`config.mk`:
```
export PLATFORM = sky130hd
export DESIGN_NAME = ctu_top
export DESIGN_NICKNAME = d
export VERILOG_FILES = /design/src/hw/ctu_cond_eval.v /design/src/hw/ctu_top.v
export VERILOG_INCLUDE_DIRS = /design/src /design/src/hw
export SDC_FILE = /design/constraint.sdc
export NUM_CORES = 1
export LEC_CHECK = 0
export BUFFER_PORTS_ARGS = -buffer_cell sky130_fd_sc_hd__buf_2
export CORE_ASPECT_RATIO = 1.25
export CORE_UTILIZATION = 51
export CTS_CLUSTER_DIAMETER = 30
export DETAILED_ROUTE_END_ITERATION = 8
export PLACE_DENSITY = 0.76
export SLEW_MARGIN = 20
export SYNTH_ARGS = -nofsm -noshare
export SYNTH_HDL_FRONTEND = slang
export SYNTH_SLANG_ARGS = --single-unit
```
`constraint.sdc`:
```
create_clock -name aclk -period 2 [get_ports aclk]
set_input_delay 0.2 -clock aclk [delete_from_list [all_inputs] [get_ports aclk]]
set_output_delay 0.2 -clock aclk [all_outputs]
set_load 0.02 [all_outputs]
```
`src/hw/ctu_defs.vh`:
```
`ifndef CTU_DEFS_VH
`define CTU_DEFS_VH

// Register byte offsets
`define CTU_OFS_CTRL 8'h00
`define CTU_OFS_FLAGS 8'h04
`define CTU_OFS_STATUS 8'h08
`define CTU_OFS_OPERAND 8'h0c
`define CTU_OFS_SEXT 8'h10
`define CTU_OFS_COND_DATA 8'h14
`define CTU_OFS_COND_STORE 8'h18

// CTRL fields
`define CTU_CTRL_SEL_LSB 0
`define CTU_CTRL_SEL_MSB 3
`define CTU_CTRL_SIZE_LSB 4
`define CTU_CTRL_SIZE_MSB 5
`define CTU_CTRL_STOP_BIT 8

// FLAGS fields
`define CTU_FLAG_C 0
`define CTU_FLAG_V 1
`define CTU_FLAG_Z 2
`define CTU_FLAG_N 3
`define CTU_FLAG_X 4

// STATUS fields
`define CTU_STAT_TRUE 0
`define CTU_STAT_HALTED 1
`define CTU_STAT_BRERR 2
`define CTU_STAT_SKIPPED 3

// Operand sizes
`define CTU_SIZE_BYTE 2'h0
`define CTU_SIZE_WORD 2'h1
`define CTU_SIZE_LONG 2'h2

// Condition selector encodings
`define CTU_SEL_TRUE 4'h0
`define CTU_SEL_FALSE 4'h1
`define CTU_SEL_UNSIGNED_ABOVE 4'h2
`define CTU_SEL_UNSIGNED_AT_MOST 4'h3
`define CTU_SEL_CARRY_CLEAR 4'h4
`define CTU_SEL_CARRY_SET 4'h5
`define CTU_SEL_ZERO_CLEAR 4'h6
`define CTU_SEL_ZERO_SET 4'h7
`define CTU_SEL_OVERFLOW_CLEAR 4'h8
`define CTU_SEL_OVERFLOW_SET 4'h9
`define CTU_SEL_POSITIVE 4'ha
`define CTU_SEL_NEGATIVE 4'hb
`define CTU_SEL_SIGNED_AT_LEAST 4'hc
`define CTU_SEL_SIGNED_BELOW 4'hd
`define CTU_SEL_SIGNED_ABOVE 4'he
`define CTU_SEL_SIGNED_AT_MOST 4'hf

// Reset values
`define CTU_RST_SEL 4'h0
`define CTU_RST_SIZE 2'h2
`define CTU_RST_FLAGS 5'h00
`define CTU_RST_WORD 32'h00000000

// AXI responses
`define CTU_RESP_OKAY 2'h0
`define CTU_RESP_SLVERR 2'h2

`endif

```
`src/hw/ctu_cond_eval.v`:
```
`include "ctu_defs.vh"

module ctu_cond_eval (
    input wire [3:0] sel,
    input wire flag_n,
    input wire flag_z,
    input wire flag_v,
    input wire flag_c,
    output reg cond_true
);

    always @* begin
        case (sel)
            `CTU_SEL_TRUE: cond_true = 1'b1;
            `CTU_SEL_FALSE: cond_true = 1'b0;
            `CTU_SEL_UNSIGNED_ABOVE: cond_true = ~flag_c & ~flag_z;
            `CTU_SEL_UNSIGNED_AT_MOST: cond_true = flag_c | flag_z;
            `CTU_SEL_CARRY_CLEAR: cond_true = ~flag_c;
            `CTU_SEL_CARRY_SET: cond_true = flag_c;
            `CTU_SEL_ZERO_CLEAR: cond_true = ~flag_z;
            `CTU_SEL_ZERO_SET: cond_true = flag_z;
            `CTU_SEL_OVERFLOW_CLEAR: cond_true = ~flag_v;
            `CTU_SEL_OVERFLOW_SET: cond_true = flag_v;
            `CTU_SEL_POSITIVE: cond_true = ~flag_n;
            `CTU_SEL_NEGATIVE: cond_true = flag_n;
            `CTU_SEL_SIGNED_AT_LEAST: cond_true = ~(flag_n ^ flag_v);
            `CTU_SEL_SIGNED_BELOW: cond_true = flag_n ^ flag_v;
            `CTU_SEL_SIGNED_ABOVE: cond_true = ~(flag_n ^ flag_v) & ~flag_z;
            `CTU_SEL_SIGNED_AT_MOST: cond_true = flag_z | (flag_n ^ flag_v);
            default: cond_true = 1'b0;
        endcase
    end

endmodule // ctu_cond_eval

```
`src/hw/ctu_top.v`:
```
// Behaviour
// - Assert true output when the selected test formula on N, Z, V, C yields one.
// - Deassert true output when the formula yields zero; every selector is definite.
// - Selector 0000 always true, selector 0001 always false.
// - 0010 C and Z clear; 0011 C or Z; 0100 C clear; 0101 C set.
// - 0110 true when Z clear; 0111 true when Z set.
// - 1000/1001 overflow clear/set; 1010/1011 negative clear/set, from present flags.
// - 1100 N equals V; 1101 differ; 1110 equal and Z clear; 1111 Z or differ.
// - Sign extension copies the lower portion's top bit into every upper bit.
// - Testing an operand compares it with zero and updates the flags.
// - A false conditional operation without alternative changes only the skipped status bit.
// - Stop halts the processor until an interrupt arrives.
`include "ctu_defs.vh"

module ctu_top #(
    parameter ADDR_WIDTH = 8
) (
    input wire aclk,
    input wire aresetn,
    input wire [ADDR_WIDTH-1:0] s_axi_awaddr,
    input wire s_axi_awvalid,
    output wire s_axi_awready,
    input wire [31:0] s_axi_wdata,
    input wire [3:0] s_axi_wstrb,
    input wire s_axi_wvalid,
    output wire s_axi_wready,
    output reg [1:0] s_axi_bresp,
    output reg s_axi_bvalid,
    input wire s_axi_bready,
    input wire [ADDR_WIDTH-1:0] s_axi_araddr,
    input wire s_axi_arvalid,
    output wire s_axi_arready,
    output reg [31:0] s_axi_rdata,
    output reg [1:0] s_axi_rresp,
    output reg s_axi_rvalid,
    input wire s_axi_rready,
    input wire [3:0] seq_sel,
    input wire seq_flag_n,
    input wire seq_flag_z,
    input wire seq_flag_v,
    input wire seq_flag_c,
    input wire seq_branch,
    output wire seq_cond_true,
    output wire seq_sel_illegal,
    input wire irq_pin,
    output wire halted
);

    reg [3:0] cond_sel;
    reg [1:0] op_size;
    reg [4:0] flags;
    reg [31:0] operand;
    reg [31:0] cond_data;
    reg halt_state;
    reg branch_err;
    reg store_skipped;
    reg irq_meta;
    reg irq_sync;
    reg aw_have;
    reg w_have;
    reg [ADDR_WIDTH-1:0] aw_addr;
    reg [31:0] w_data;
    reg [3:0] w_strb;
    reg [31:0] read_word;
    reg read_hit;
    reg write_hit;
    wire reg_cond_true;
    wire wr_fire;
    wire rd_fire;
    wire [7:0] wr_ofs;
    wire [7:0] rd_ofs;
    wire [31:0] sext_value;
    wire [31:0] ctrl_word;
    wire [31:0] status_word;
    wire [31:0] operand_next;
    wire test_zero;
    wire test_neg;
    wire [31:0] tested_value;
    wire stop_req;
    wire brerr_clear;
    wire store_req;

    // Merge new data into an old word under byte enables
    function [31:0] ctu_merge;
        input [31:0] old_word;
        input [31:0] new_word;
        input [3:0] strb;
        integer i;
        begin
            ctu_merge = old_word;
            for (i = 0; i < 4; i = i + 1) begin
                if (strb[i]) begin
                    ctu_merge[i*8 +: 8] = new_word[i*8 +: 8];
                end
            end
        end
    endfunction

    // Widen the low portion of a value to 32 bits by its sign
    function [31:0] ctu_sext;
        input [31:0] value;
        input [1:0] size;
        begin
            case (size)
                `CTU_SIZE_BYTE: ctu_sext = {{24{value[7]}}, value[7:0]};
                `CTU_SIZE_WORD: ctu_sext = {{16{value[15]}}, value[15:0]};
                default: ctu_sext = value;
            endcase
        end
    endfunction

    // Condition for the sequencer, from its own flag inputs
    // same cycle answer
    ctu_cond_eval u_seq_eval (
        .sel(seq_sel),
        .flag_n(seq_flag_n),
        .flag_z(seq_flag_z),
        .flag_v(seq_flag_v),
        .flag_c(seq_flag_c),
        .cond_true(seq_cond_true)
    );

    // Condition for register-driven operations, from the local flags
    // guards the conditional store
    ctu_cond_eval u_reg_eval (
        .sel(cond_sel),
        .flag_n(flags[`CTU_FLAG_N]),
        .flag_z(flags[`CTU_FLAG_Z]),
        .flag_v(flags[`CTU_FLAG_V]),
        .flag_c(flags[`CTU_FLAG_C]),
        .cond_true(reg_cond_true)
    );

    // flag a branch offered a fixed selector
    assign seq_sel_illegal = seq_branch &
        ((seq_sel == `CTU_SEL_TRUE) | (seq_sel == `CTU_SEL_FALSE));

    assign halted = halt_state;

    // Interrupt pin comes from outside the clock domain
    always @(posedge aclk) begin
        if (!aresetn) begin
            irq_meta <= 1'b0;
            irq_sync <= 1'b0;
        end else begin
            irq_meta <= irq_pin;
            irq_sync <= irq_meta;
        end
    end

    // Write channel: address and data taken in either order
    assign s_axi_awready = ~aw_have & ~s_axi_bvalid;
    assign s_axi_wready = ~w_have & ~s_axi_bvalid;
    assign wr_fire = aw_have & w_have & ~s_axi_bvalid;
    assign wr_ofs = {aw_addr[7:2], 2'b00};

    always @(posedge aclk) begin
        if (!aresetn) begin
            aw_have <= 1'b0;
            w_have <= 1'b0;
            aw_addr <= {ADDR_WIDTH{1'b0}};
            w_data <= `CTU_RST_WORD;
            w_strb <= 4'h0;
            s_axi_bvalid <= 1'b0;
            s_axi_bresp <= `CTU_RESP_OKAY;
        end else begin
            if (s_axi_awvalid && s_axi_awready) begin
                aw_have <= 1'b1;
                aw_addr <= s_axi_awaddr;
            end
            if (s_axi_wvalid && s_axi_wready) begin
                w_have <= 1'b1;
                w_data <= s_axi_wdata;
                w_strb <= s_axi_wstrb;
            end
            if (wr_fire) begin
                aw_have <= 1'b0;
                w_have <= 1'b0;
                s_axi_bvalid <= 1'b1;
                s_axi_bresp <= write_hit ? `CTU_RESP_OKAY : `CTU_RESP_SLVERR;
            end else if (s_axi_bvalid && s_axi_bready) begin
                s_axi_bvalid <= 1'b0;
            end
        end
    end

    always @* begin
        case (wr_ofs)
            `CTU_OFS_CTRL: write_hit = 1'b1;
            `CTU_OFS_FLAGS: write_hit = 1'b1;
            `CTU_OFS_STATUS: write_hit = 1'b1;
            `CTU_OFS_OPERAND: write_hit = 1'b1;
            `CTU_OFS_COND_DATA: write_hit = 1'b1;
            `CTU_OFS_COND_STORE: write_hit = 1'b1;
            default: write_hit = 1'b0;
        endcase
    end

    // Operand test results at the selected size
    assign operand_next = ctu_merge(operand, w_data, w_strb);
    // upper bits follow the sign bit
    assign sext_value = ctu_sext(operand, op_size);
    // compare with zero at the selected size
    assign tested_value = ctu_sext(operand_next, op_size);
    assign test_zero = (tested_value == 32'h00000000);
    assign test_neg = tested_value[31];

    // Stop, error clear and guarded store decoded from the write in flight
    assign stop_req = wr_fire && (wr_ofs == `CTU_OFS_CTRL) && w_strb[1]
        && w_data[`CTU_CTRL_STOP_BIT];
    assign brerr_clear = wr_fire && (wr_ofs == `CTU_OFS_STATUS) && w_strb[0]
        && w_data[`CTU_STAT_BRERR];
    assign store_req = wr_fire && (wr_ofs == `CTU_OFS_COND_STORE) && !halt_state;

    // halted from stop until the synchronised interrupt
    // A pending interrupt blocks a new stop
    always @(posedge aclk) begin
        if (!aresetn) begin
            halt_state <= 1'b0;
        end else if (halt_state && irq_sync) begin
            halt_state <= 1'b0;
        end else if (stop_req && !irq_sync) begin
            halt_state <= 1'b1;
        end
    end

    // sticky misuse flag; a new event beats the clear
    // Set from the sequencer port, cleared by writing one
    always @(posedge aclk) begin
        if (!aresetn) begin
            branch_err <= 1'b0;
        end else if (seq_sel_illegal) begin
            branch_err <= 1'b1;
        end else if (brerr_clear) begin
            branch_err <= 1'b0;
        end
    end

    // remember whether the last guarded store was dropped
    always @(posedge aclk) begin
        if (!aresetn) begin
            store_skipped <= 1'b0;
        end else if (store_req) begin
            store_skipped <= ~reg_cond_true;
        end
    end

    // Register state updates
    always @(posedge aclk) begin
        if (!aresetn) begin
            cond_sel <= `CTU_RST_SEL;
            op_size <= `CTU_RST_SIZE;
            flags <= `CTU_RST_FLAGS;
            operand <= `CTU_RST_WORD;
            cond_data <= `CTU_RST_WORD;
        end else begin
            if (wr_fire) begin
                case (wr_ofs)
                    `CTU_OFS_CTRL: begin
                        if (w_strb[0]) begin
                            cond_sel <= w_data[`CTU_CTRL_SEL_MSB:`CTU_CTRL_SEL_LSB];
                            op_size <= w_data[`CTU_CTRL_SIZE_MSB:`CTU_CTRL_SIZE_LSB];
                        end
                    end
                    `CTU_OFS_FLAGS: begin
                        if (w_strb[0]) begin
                            flags <= w_data[4:0];
                        end
                    end
                    `CTU_OFS_OPERAND: begin
                        if (!halt_state) begin
                            operand <= operand_next;
                            flags[`CTU_FLAG_N] <= test_neg;
                            flags[`CTU_FLAG_Z] <= test_zero;
                            flags[`CTU_FLAG_V] <= 1'b0;
                            flags[`CTU_FLAG_C] <= 1'b0;
                        end
                    end
                    `CTU_OFS_COND_DATA: begin
                        if (!halt_state) begin
                            cond_data <= ctu_merge(cond_data, w_data, w_strb);
                        end
                    end
                    `CTU_OFS_COND_STORE: begin
                        if (!halt_state) begin
                            if (reg_cond_true) begin
                                cond_data <= ctu_merge(cond_data, w_data, w_strb);
                            end
                        end
                    end
                    default: begin
                        cond_data <= cond_data;
                    end
                endcase
            end
        end
    end

    // Read channel
    assign s_axi_arready = ~s_axi_rvalid;
    assign rd_fire = s_axi_arvalid & s_axi_arready;
    assign rd_ofs = {s_axi_araddr[7:2], 2'b00};
    // halted state reads back in CTRL and STATUS
    assign ctrl_word = {23'h000000, halt_state, 2'h0, op_size, cond_sel};
    assign status_word = {28'h0000000, store_skipped, branch_err, halt_state,
        reg_cond_true};

    always @* begin
        read_hit = 1'b1;
        case (rd_ofs)
            `CTU_OFS_CTRL: read_word = ctrl_word;
            `CTU_OFS_FLAGS: read_word = {27'h0000000, flags};
            `CTU_OFS_STATUS: read_word = status_word;
            `CTU_OFS_OPERAND: read_word = operand;
            `CTU_OFS_SEXT: read_word = sext_value;
            `CTU_OFS_COND_DATA: read_word = cond_data;
            `CTU_OFS_COND_STORE: read_word = 32'h00000000;
            default: begin
                read_word = 32'h00000000;
                read_hit = 1'b0;
            end
        endcase
    end

    always @(posedge aclk) begin
        if (!aresetn) begin
            s_axi_rvalid <= 1'b0;
            s_axi_rdata <= `CTU_RST_WORD;
            s_axi_rresp <= `CTU_RESP_OKAY;
        end else begin
            if (rd_fire) begin
                s_axi_rvalid <= 1'b1;
                s_axi_rdata <= read_word;
                s_axi_rresp <= read_hit ? `CTU_RESP_OKAY : `CTU_RESP_SLVERR;
            end else if (s_axi_rvalid && s_axi_rready) begin
                s_axi_rvalid <= 1'b0;
            end
        end
    end

endmodule // ctu_top

```
== Yosys cells after proc, flatten, opt, wreduce, memory -nomap -nowiden ==
Cells that the tools add are included.

* Register bits: 164
* Input port bits: 69
* Output and inout port bits: 44
* Word-level logic and storage cells: 168

* Equality and inequality tests: 47
* Mux-type cells: 30
* Bitwise gates (word level): 34
* Reduce and logical (&&, ||, !) cells: 36

{| class="wikitable"
|+ Operators with widths
! kind !! number
|-
| 32-bit case mux with 2 select lines || 3
|-
| 32-bit case mux with 6 select lines || 1
|-
| 32-bit two-way mux || 3
|-
| 4-bit == test, second input constant || 16
|-
| 8-bit two-way mux || 8
|-
| 4-bit by 3-bit == test with 1-bit output, second input constant || 8
|-
| 32-bit zero test || 1
|-
| 1-bit case mux with 16 select lines || 2
|-
| 6-bit by 3-bit == test with 1-bit output, second input constant || 5
|-
| 6-bit by 2-bit == test with 1-bit output, second input constant || 4
|-
| 1-bit NOT || 17
|-
| 4-bit by 2-bit == test with 1-bit output, second input constant || 4
|-
| 8-bit zero test || 2
|-
| 1-bit logical AND || 14
|-
| 6-bit by 1-bit == test with 1-bit output, second input constant || 2
|-
| 1-bit bitwise AND || 10
|-
| 2-bit inequality test, second input constant || 5
|-
| 2-bit nonzero test || 5
|-
| 3-bit AND reduction || 3
|-
| 4-bit by 1-bit == test with 1-bit output, second input constant || 2
|-
| 4-bit zero test || 2
|-
| 1-bit two-way mux || 8
|-
| 4-bit two-way mux || 2
|-
| 4-bit case mux with 2 select lines || 1
|-
| other kinds (11) || 19
|}

== Depth between registers and ports, before layout ==
* Depth in word-level cells: 7
* Gate-level depth with buffers: 8
* Mapped depth without buffers: 6

== Modules after synthesis ==
From an unflattened synthesis, not the netlist that was laid out.

* Cell total of the unflattened synthesis: 854
* Area total of the unflattened synthesis: 6,994.2 µm²

{| class="wikitable"
|+ Modules (own cells, without submodules)
! module !! instances !! cells each !! area an instance (µm²) !! sequential area each (µm²)
|-
| ctu_top || 1 || 802 || 6,603.8 || 3,203.1
|-
| ctu_cond_eval || 2 || 26 || 195.2 || 0.0
|}

== Least setup slack after synthesis ==
Ideal clock, no wire load.

* Path kind: reg-to-reg
* From: register cond_sel[0]
* To: register cond_data[16]
* Setup time: 0.117 ns
* Data arrival time: 1.848 ns
* Required time: 1.883 ns
* Setup slack: 0.035 ns
* Cell stages (with the launch flop): 8
* Path buffers: 1
* Clock period less this slack: 1.965 ns
* Path through: dfxtp_1 -> buf_6 -> nand2b_1 -> or4b_4 -> o211ai_2 -> nor3_2 -> a221o_2 -> a22o_1

* Longest elaborated chain between the ends: 4
* Elaborated cells between the ends (all ways): 19
* Classes of those cells: eq/ne: 16; mux: 1; reduce/logical: 2

{| class="wikitable"
|+ Ends and longest elaborated chain
! item !! RTL line !! RTL
|-
| start, declared || ctu_top.v:49 || <nowiki>reg [3:0] cond_sel;</nowiki>
|-
| start signal, assigned || ctu_top.v:251 || <nowiki>cond_sel <= `CTU_RST_SEL;</nowiki>
|-
| start signal, assigned || ctu_top.v:261 || <nowiki>cond_sel <= w_data[`CTU_CTRL_SEL_MSB:`CTU_CTRL_SEL_LSB];</nowiki>
|-
| 4-bit == test (tied with other cells) || ctu_cond_eval.v:13 || <nowiki>case (sel)</nowiki>
|-
| 1-bit case mux with 16 select lines * || ctu_cond_eval.v:13 ||
|-
| 2-bit inequality test (no line) * || -- ||
|-
| 5-bit AND reduction (no line) * || -- ||
|-
| end signal, assigned || ctu_top.v:255 || <nowiki>cond_data <= `CTU_RST_WORD;</nowiki>
|-
| end signal, assigned || ctu_top.v:281 || <nowiki>cond_data <= ctu_merge(cond_data, w_data, w_strb);</nowiki>
|-
| end signal, assigned || ctu_top.v:287 || <nowiki>cond_data <= ctu_merge(cond_data, w_data, w_strb);</nowiki>
|-
| end, declared || ctu_top.v:53 || <nowiki>reg [31:0] cond_data;</nowiki>
|}

Every way passes the cells marked *; elsewhere a longest branch is shown, timed or not.
A chain may end at the register's enable or synchronous reset.

== Worst setup path after layout ==
* From: register flags[3]
* To: register cond_data[19]

* Longest elaborated chain between the ends: 6
* Elaborated cells between the ends (all ways): 8
* Classes of those cells: eq/ne: 1; mux: 1; bitwise: 5; reduce/logical: 1

{| class="wikitable"
|+ Ends and longest elaborated chain
! item !! RTL line !! RTL
|-
| start, declared || ctu_top.v:51 || <nowiki>reg [4:0] flags;</nowiki>
|-
| start signal, assigned || ctu_top.v:253 || <nowiki>flags <= `CTU_RST_FLAGS;</nowiki>
|-
| start signal, assigned || ctu_top.v:267 || <nowiki>flags <= w_data[4:0];</nowiki>
|-
| start signal, assigned by index || ctu_top.v:273 || <nowiki>flags[`CTU_FLAG_N] <= test_neg;</nowiki>
|-
| 1-bit XOR || -- ||
|-
| 1-bit NOT || ctu_cond_eval.v:26, ctu_cond_eval.v:28 ||
|-
| 1-bit bitwise AND || ctu_cond_eval.v:28 || <nowiki>`CTU_SEL_SIGNED_ABOVE: cond_true = ~(flag_n ^ flag_v) & ~flag_z;</nowiki>
|-
| 1-bit case mux with 16 select lines * || ctu_cond_eval.v:13 ||
|-
| 2-bit inequality test (no line) * || -- ||
|-
| 5-bit AND reduction (no line) * || -- ||
|}

Marked as above.

==> flow_summary.json <==
{
  "drt_iter0_drc": 513,
  "initial_utilization_pct": 52.8,
  "ys_ff_latch": 160,
  "fin_crit_ps": 2060,
  "clock-root-buffer": "clkbuf_16",
  "max-slew-margin-rel_pct": 53.7,
  "crit_family": "compound AO/OA/AOI/OAI gates",
  "tritoncts": "built",
  "pre_cts_slack_ps": -187,
  "yosysUniqueCellTypes": 64,
  "die_w_microns": 109,
  "io_pins": 113,
  "ys.flop_type": "dfxtp_1",
  "h-tree-depth": 4,
  "grt_pass1_wl_mm": 30.9,
  "post-route-period-util_pct": 103,
  "required_ps": 2330,
  "numCtsBuffers": 17,
  "slew_violations": 0,
  "dp_hpwl_mm": 13.3,
  "top_layer_used": "met4",
  "routedWlPerCell_microns": 16.5,
  "arrival_ps": 2380,
  "critPathMaxStageDelay_ps": 500,
  "drc": 0,
  "synth_edf_count": 0,
  "path_class": "reg2reg",
  "final_common_cell": "nand2_1",
  "worstSetupStartpointType": "flip-flop",
  "vias": 6818,
  "min_from": "s_axi_wdata[30]",
  "violations": "setup timing",
  "num_antenna_cells": 0,
  "cp-end-kind": "flip-flop",
  "ys_seq_area_share_pct": 43.6,
  "r2r-start": "flags[3]",
  "reg2reg_depth": 6,
  "most-common-layout-cells": "nand2_1, dfxtp_1, buf_2, a21boi_0, buf_4",
  "worstPathCellList": "xnor2_2, or4b_4, o211ai_4, nor3_4, a221o_2, a22o_1",
  "syn2layout_area_growth_pct": 24.0,
  "worst_pin_slew_ps": 693,
  "hold_class": "in2reg",
  "hold_depth": 3,
  "path_depth": 6,
  "syn_area_per_cell_sq_um": 8.40,
  "place_inst": 1150,
  "status": "finished with violations",
  "grt_pass1_vias": 6421,
  "ant_nets": 0,
  "fp-row-count": 48,
  "cellPowerDensity_mw_per_mm2": 780,
  "clk_pin_slew_ps": 70,
  "rsz0062_at_grt": "yes",
  "die_h_microns": 136,
  "grt_max_degree": 87,
  "setup_viol": 10,
  "crit_buf_inv": 0,
  "gp_congestion": 0.869,
  "ys_warn_count": 0,
  "critical_path.slowest_cell": "or4b_4",
  "timing.fmax_ghz": 0.487,
  "grt_usage_pct": 27.1,
  "drive_gt1_share_pct": 22.8,
  "die-area_sq_mm": 0.0149,
  "vdd_drop_max_v": 0.000669,
  "cts_buffer_depth": 2,
  "wl_met1_mm": 8.10,
  "wirelength_mm": 19.6,
  "core-area_sq_mm": 0.0139,
  "met3WireLength_mm": 1.01,
  "final_cells": 1188,
  "cp_max_fo": 8,
  "crit_path_start": "flags[3]",
  "syn-cell-area_sq_mm": 0.00735,
  "avgViaCountPerCell": 5.74,
  "setup_slack_ps": -55.1,
  "hold_violations": 0,
  "final.setup_skew_ps": 9.73,
  "dr_wl_met2_mm": 9.80,
  "fin_nets": 1069,
  "antenna_found_initial": 0,
  "clk_latency_ps": 440,
  "maxCapViolCount": 0,
  "io_buffers": 106,
  "ys_async_sr_fraction_pct": 0,
  "clock-sinks": 160,
  "p_leak_nw": 3.60,
  "syn-instance-count": 875,
  "gr-total-overflow": 0,
  "hold_slack_ps": 8.31,
  "first_pass_iters": 5
}
-- power breakdown --
part / internal [mW] / switching, mW / leakage (nW)
Clock: 1.85 / 1.29 / 0.274
Combinational: 0.254 / 0.363 / 2.03
Sequential: 3.26 / 0.0962 / 1.30
Total: 5.36 / 1.75 / 3.60
-- cells in the mapped netlist (5+ instances only) --
library cell    n  area, sq um
inv_1           8         30.0
dfxtp_1       160         3200
a22oi_1         7         52.6
nor2_1         28          105
a21boi_0       68          510
nand3_1        41          205
clkbuf_1       43          161
nor4_1         11         68.8
nand3b_1        5         37.5
a22o_1         16          140
o21ai_0        47          235
nand2_1       193          724
a21o_1         18          135
buf_2           7         35.0
a21oi_1        33          165
a221oi_1        8         70.1
and2_1         20          125
nor3_1         13         65.1
mux2i_1        40          400
nor2b_1        18          113
-- registers in the layout, summed over array words and instances, names as in the netlist, 4 cells and up --
| register | flops |
|---|---|
| cond_sel | 4 |
| w_strb | 4 |
| operand | 32 |
| aw_addr | 6 |
| flags | 5 |
| s_axi_rdata | 32 |
| cond_data | 32 |
| w_data | 32 |
-- layer usage --
layer,vias to the layer above,GRT usage (%)
met4,0,14.4
met1,3213,31.9
li1,3326,-
met3,58,6.38
met2,221,45.4
met5,-,0
-- layout make-up --
cell class | count | area, sq um
Tap cell | 175 | 219
Fill cell | 1166 | 4820
Sequential cell | 160 | 3220
Timing Repair Buffer | 164 | 1060
Clock inverter | 7 | 76.3
Clock buffer | 25 | 495
Inverter | 8 | 30.0
Multi-Input combinational cell | 649 | 4020
-- timing repair --
action / CTS / global route
pin swaps: 18 / 19
setup endpoints to repair: 32 / 64
hold endpoints to repair: 1 / 0
gates cloned: 0 / 0
hold buffers: 1 / 0
gates resized for setup: 25 / 14
setup buffers: 5 / 2
-- final timing paths --
path	endpoint	slack (ps)
hold reg to reg	halted	420
setup / recovery	cond_data[19]	-60
hold / removal	w_data[30]	8
setup reg to reg	cond_data[19]	-60
-- through the flow --
stage          TNS [ps]  util, %  power [mW]  cell area, sq um
6_report           -366     65.4        7.11              9120
5_1_grt           -2530     65.4        7.34              9120
3_3_place_gp      -1380     59.7        4.00              8320
4_1_cts            -145     64.9        7.12              9040
2_1_floorplan         0        -        3.77              7360
3_5_place_dp      -3350     59.7        4.01              8320
-- worst register-to-register path: cells and delay by family (launching register included) --
| kind | cells | cell delay [ps] |
|---|---|---|
| xor+xnor | 1 | 180 |
| simple gates | 2 | 590 |
| flops | 1 | 340 |
| compound gates | 3 | 860 |
-- logic make-up (layout without fill, tap and decap cells) --
| logic type | after synthesis | in the layout | share of synthesized area (%) |
|---|---|---|---|
| AND/OR/NAND/NOR | 361 | 361 | 23.3 |
| AO/OA/AOI/OAI | 236 | 236 | 22.5 |
| flip-flops | 160 | 160 | 43.6 |
| buffers and inverters | 67 | 204 | 3.90 |
| multiplexers | 42 | 42 | 5.75 |
| XOR/XNOR | 8 | 8 | 0.953 |
| other | 1 | 2 | 0.0510 |
No activity file was read; power rests on OpenSTA's default activity.
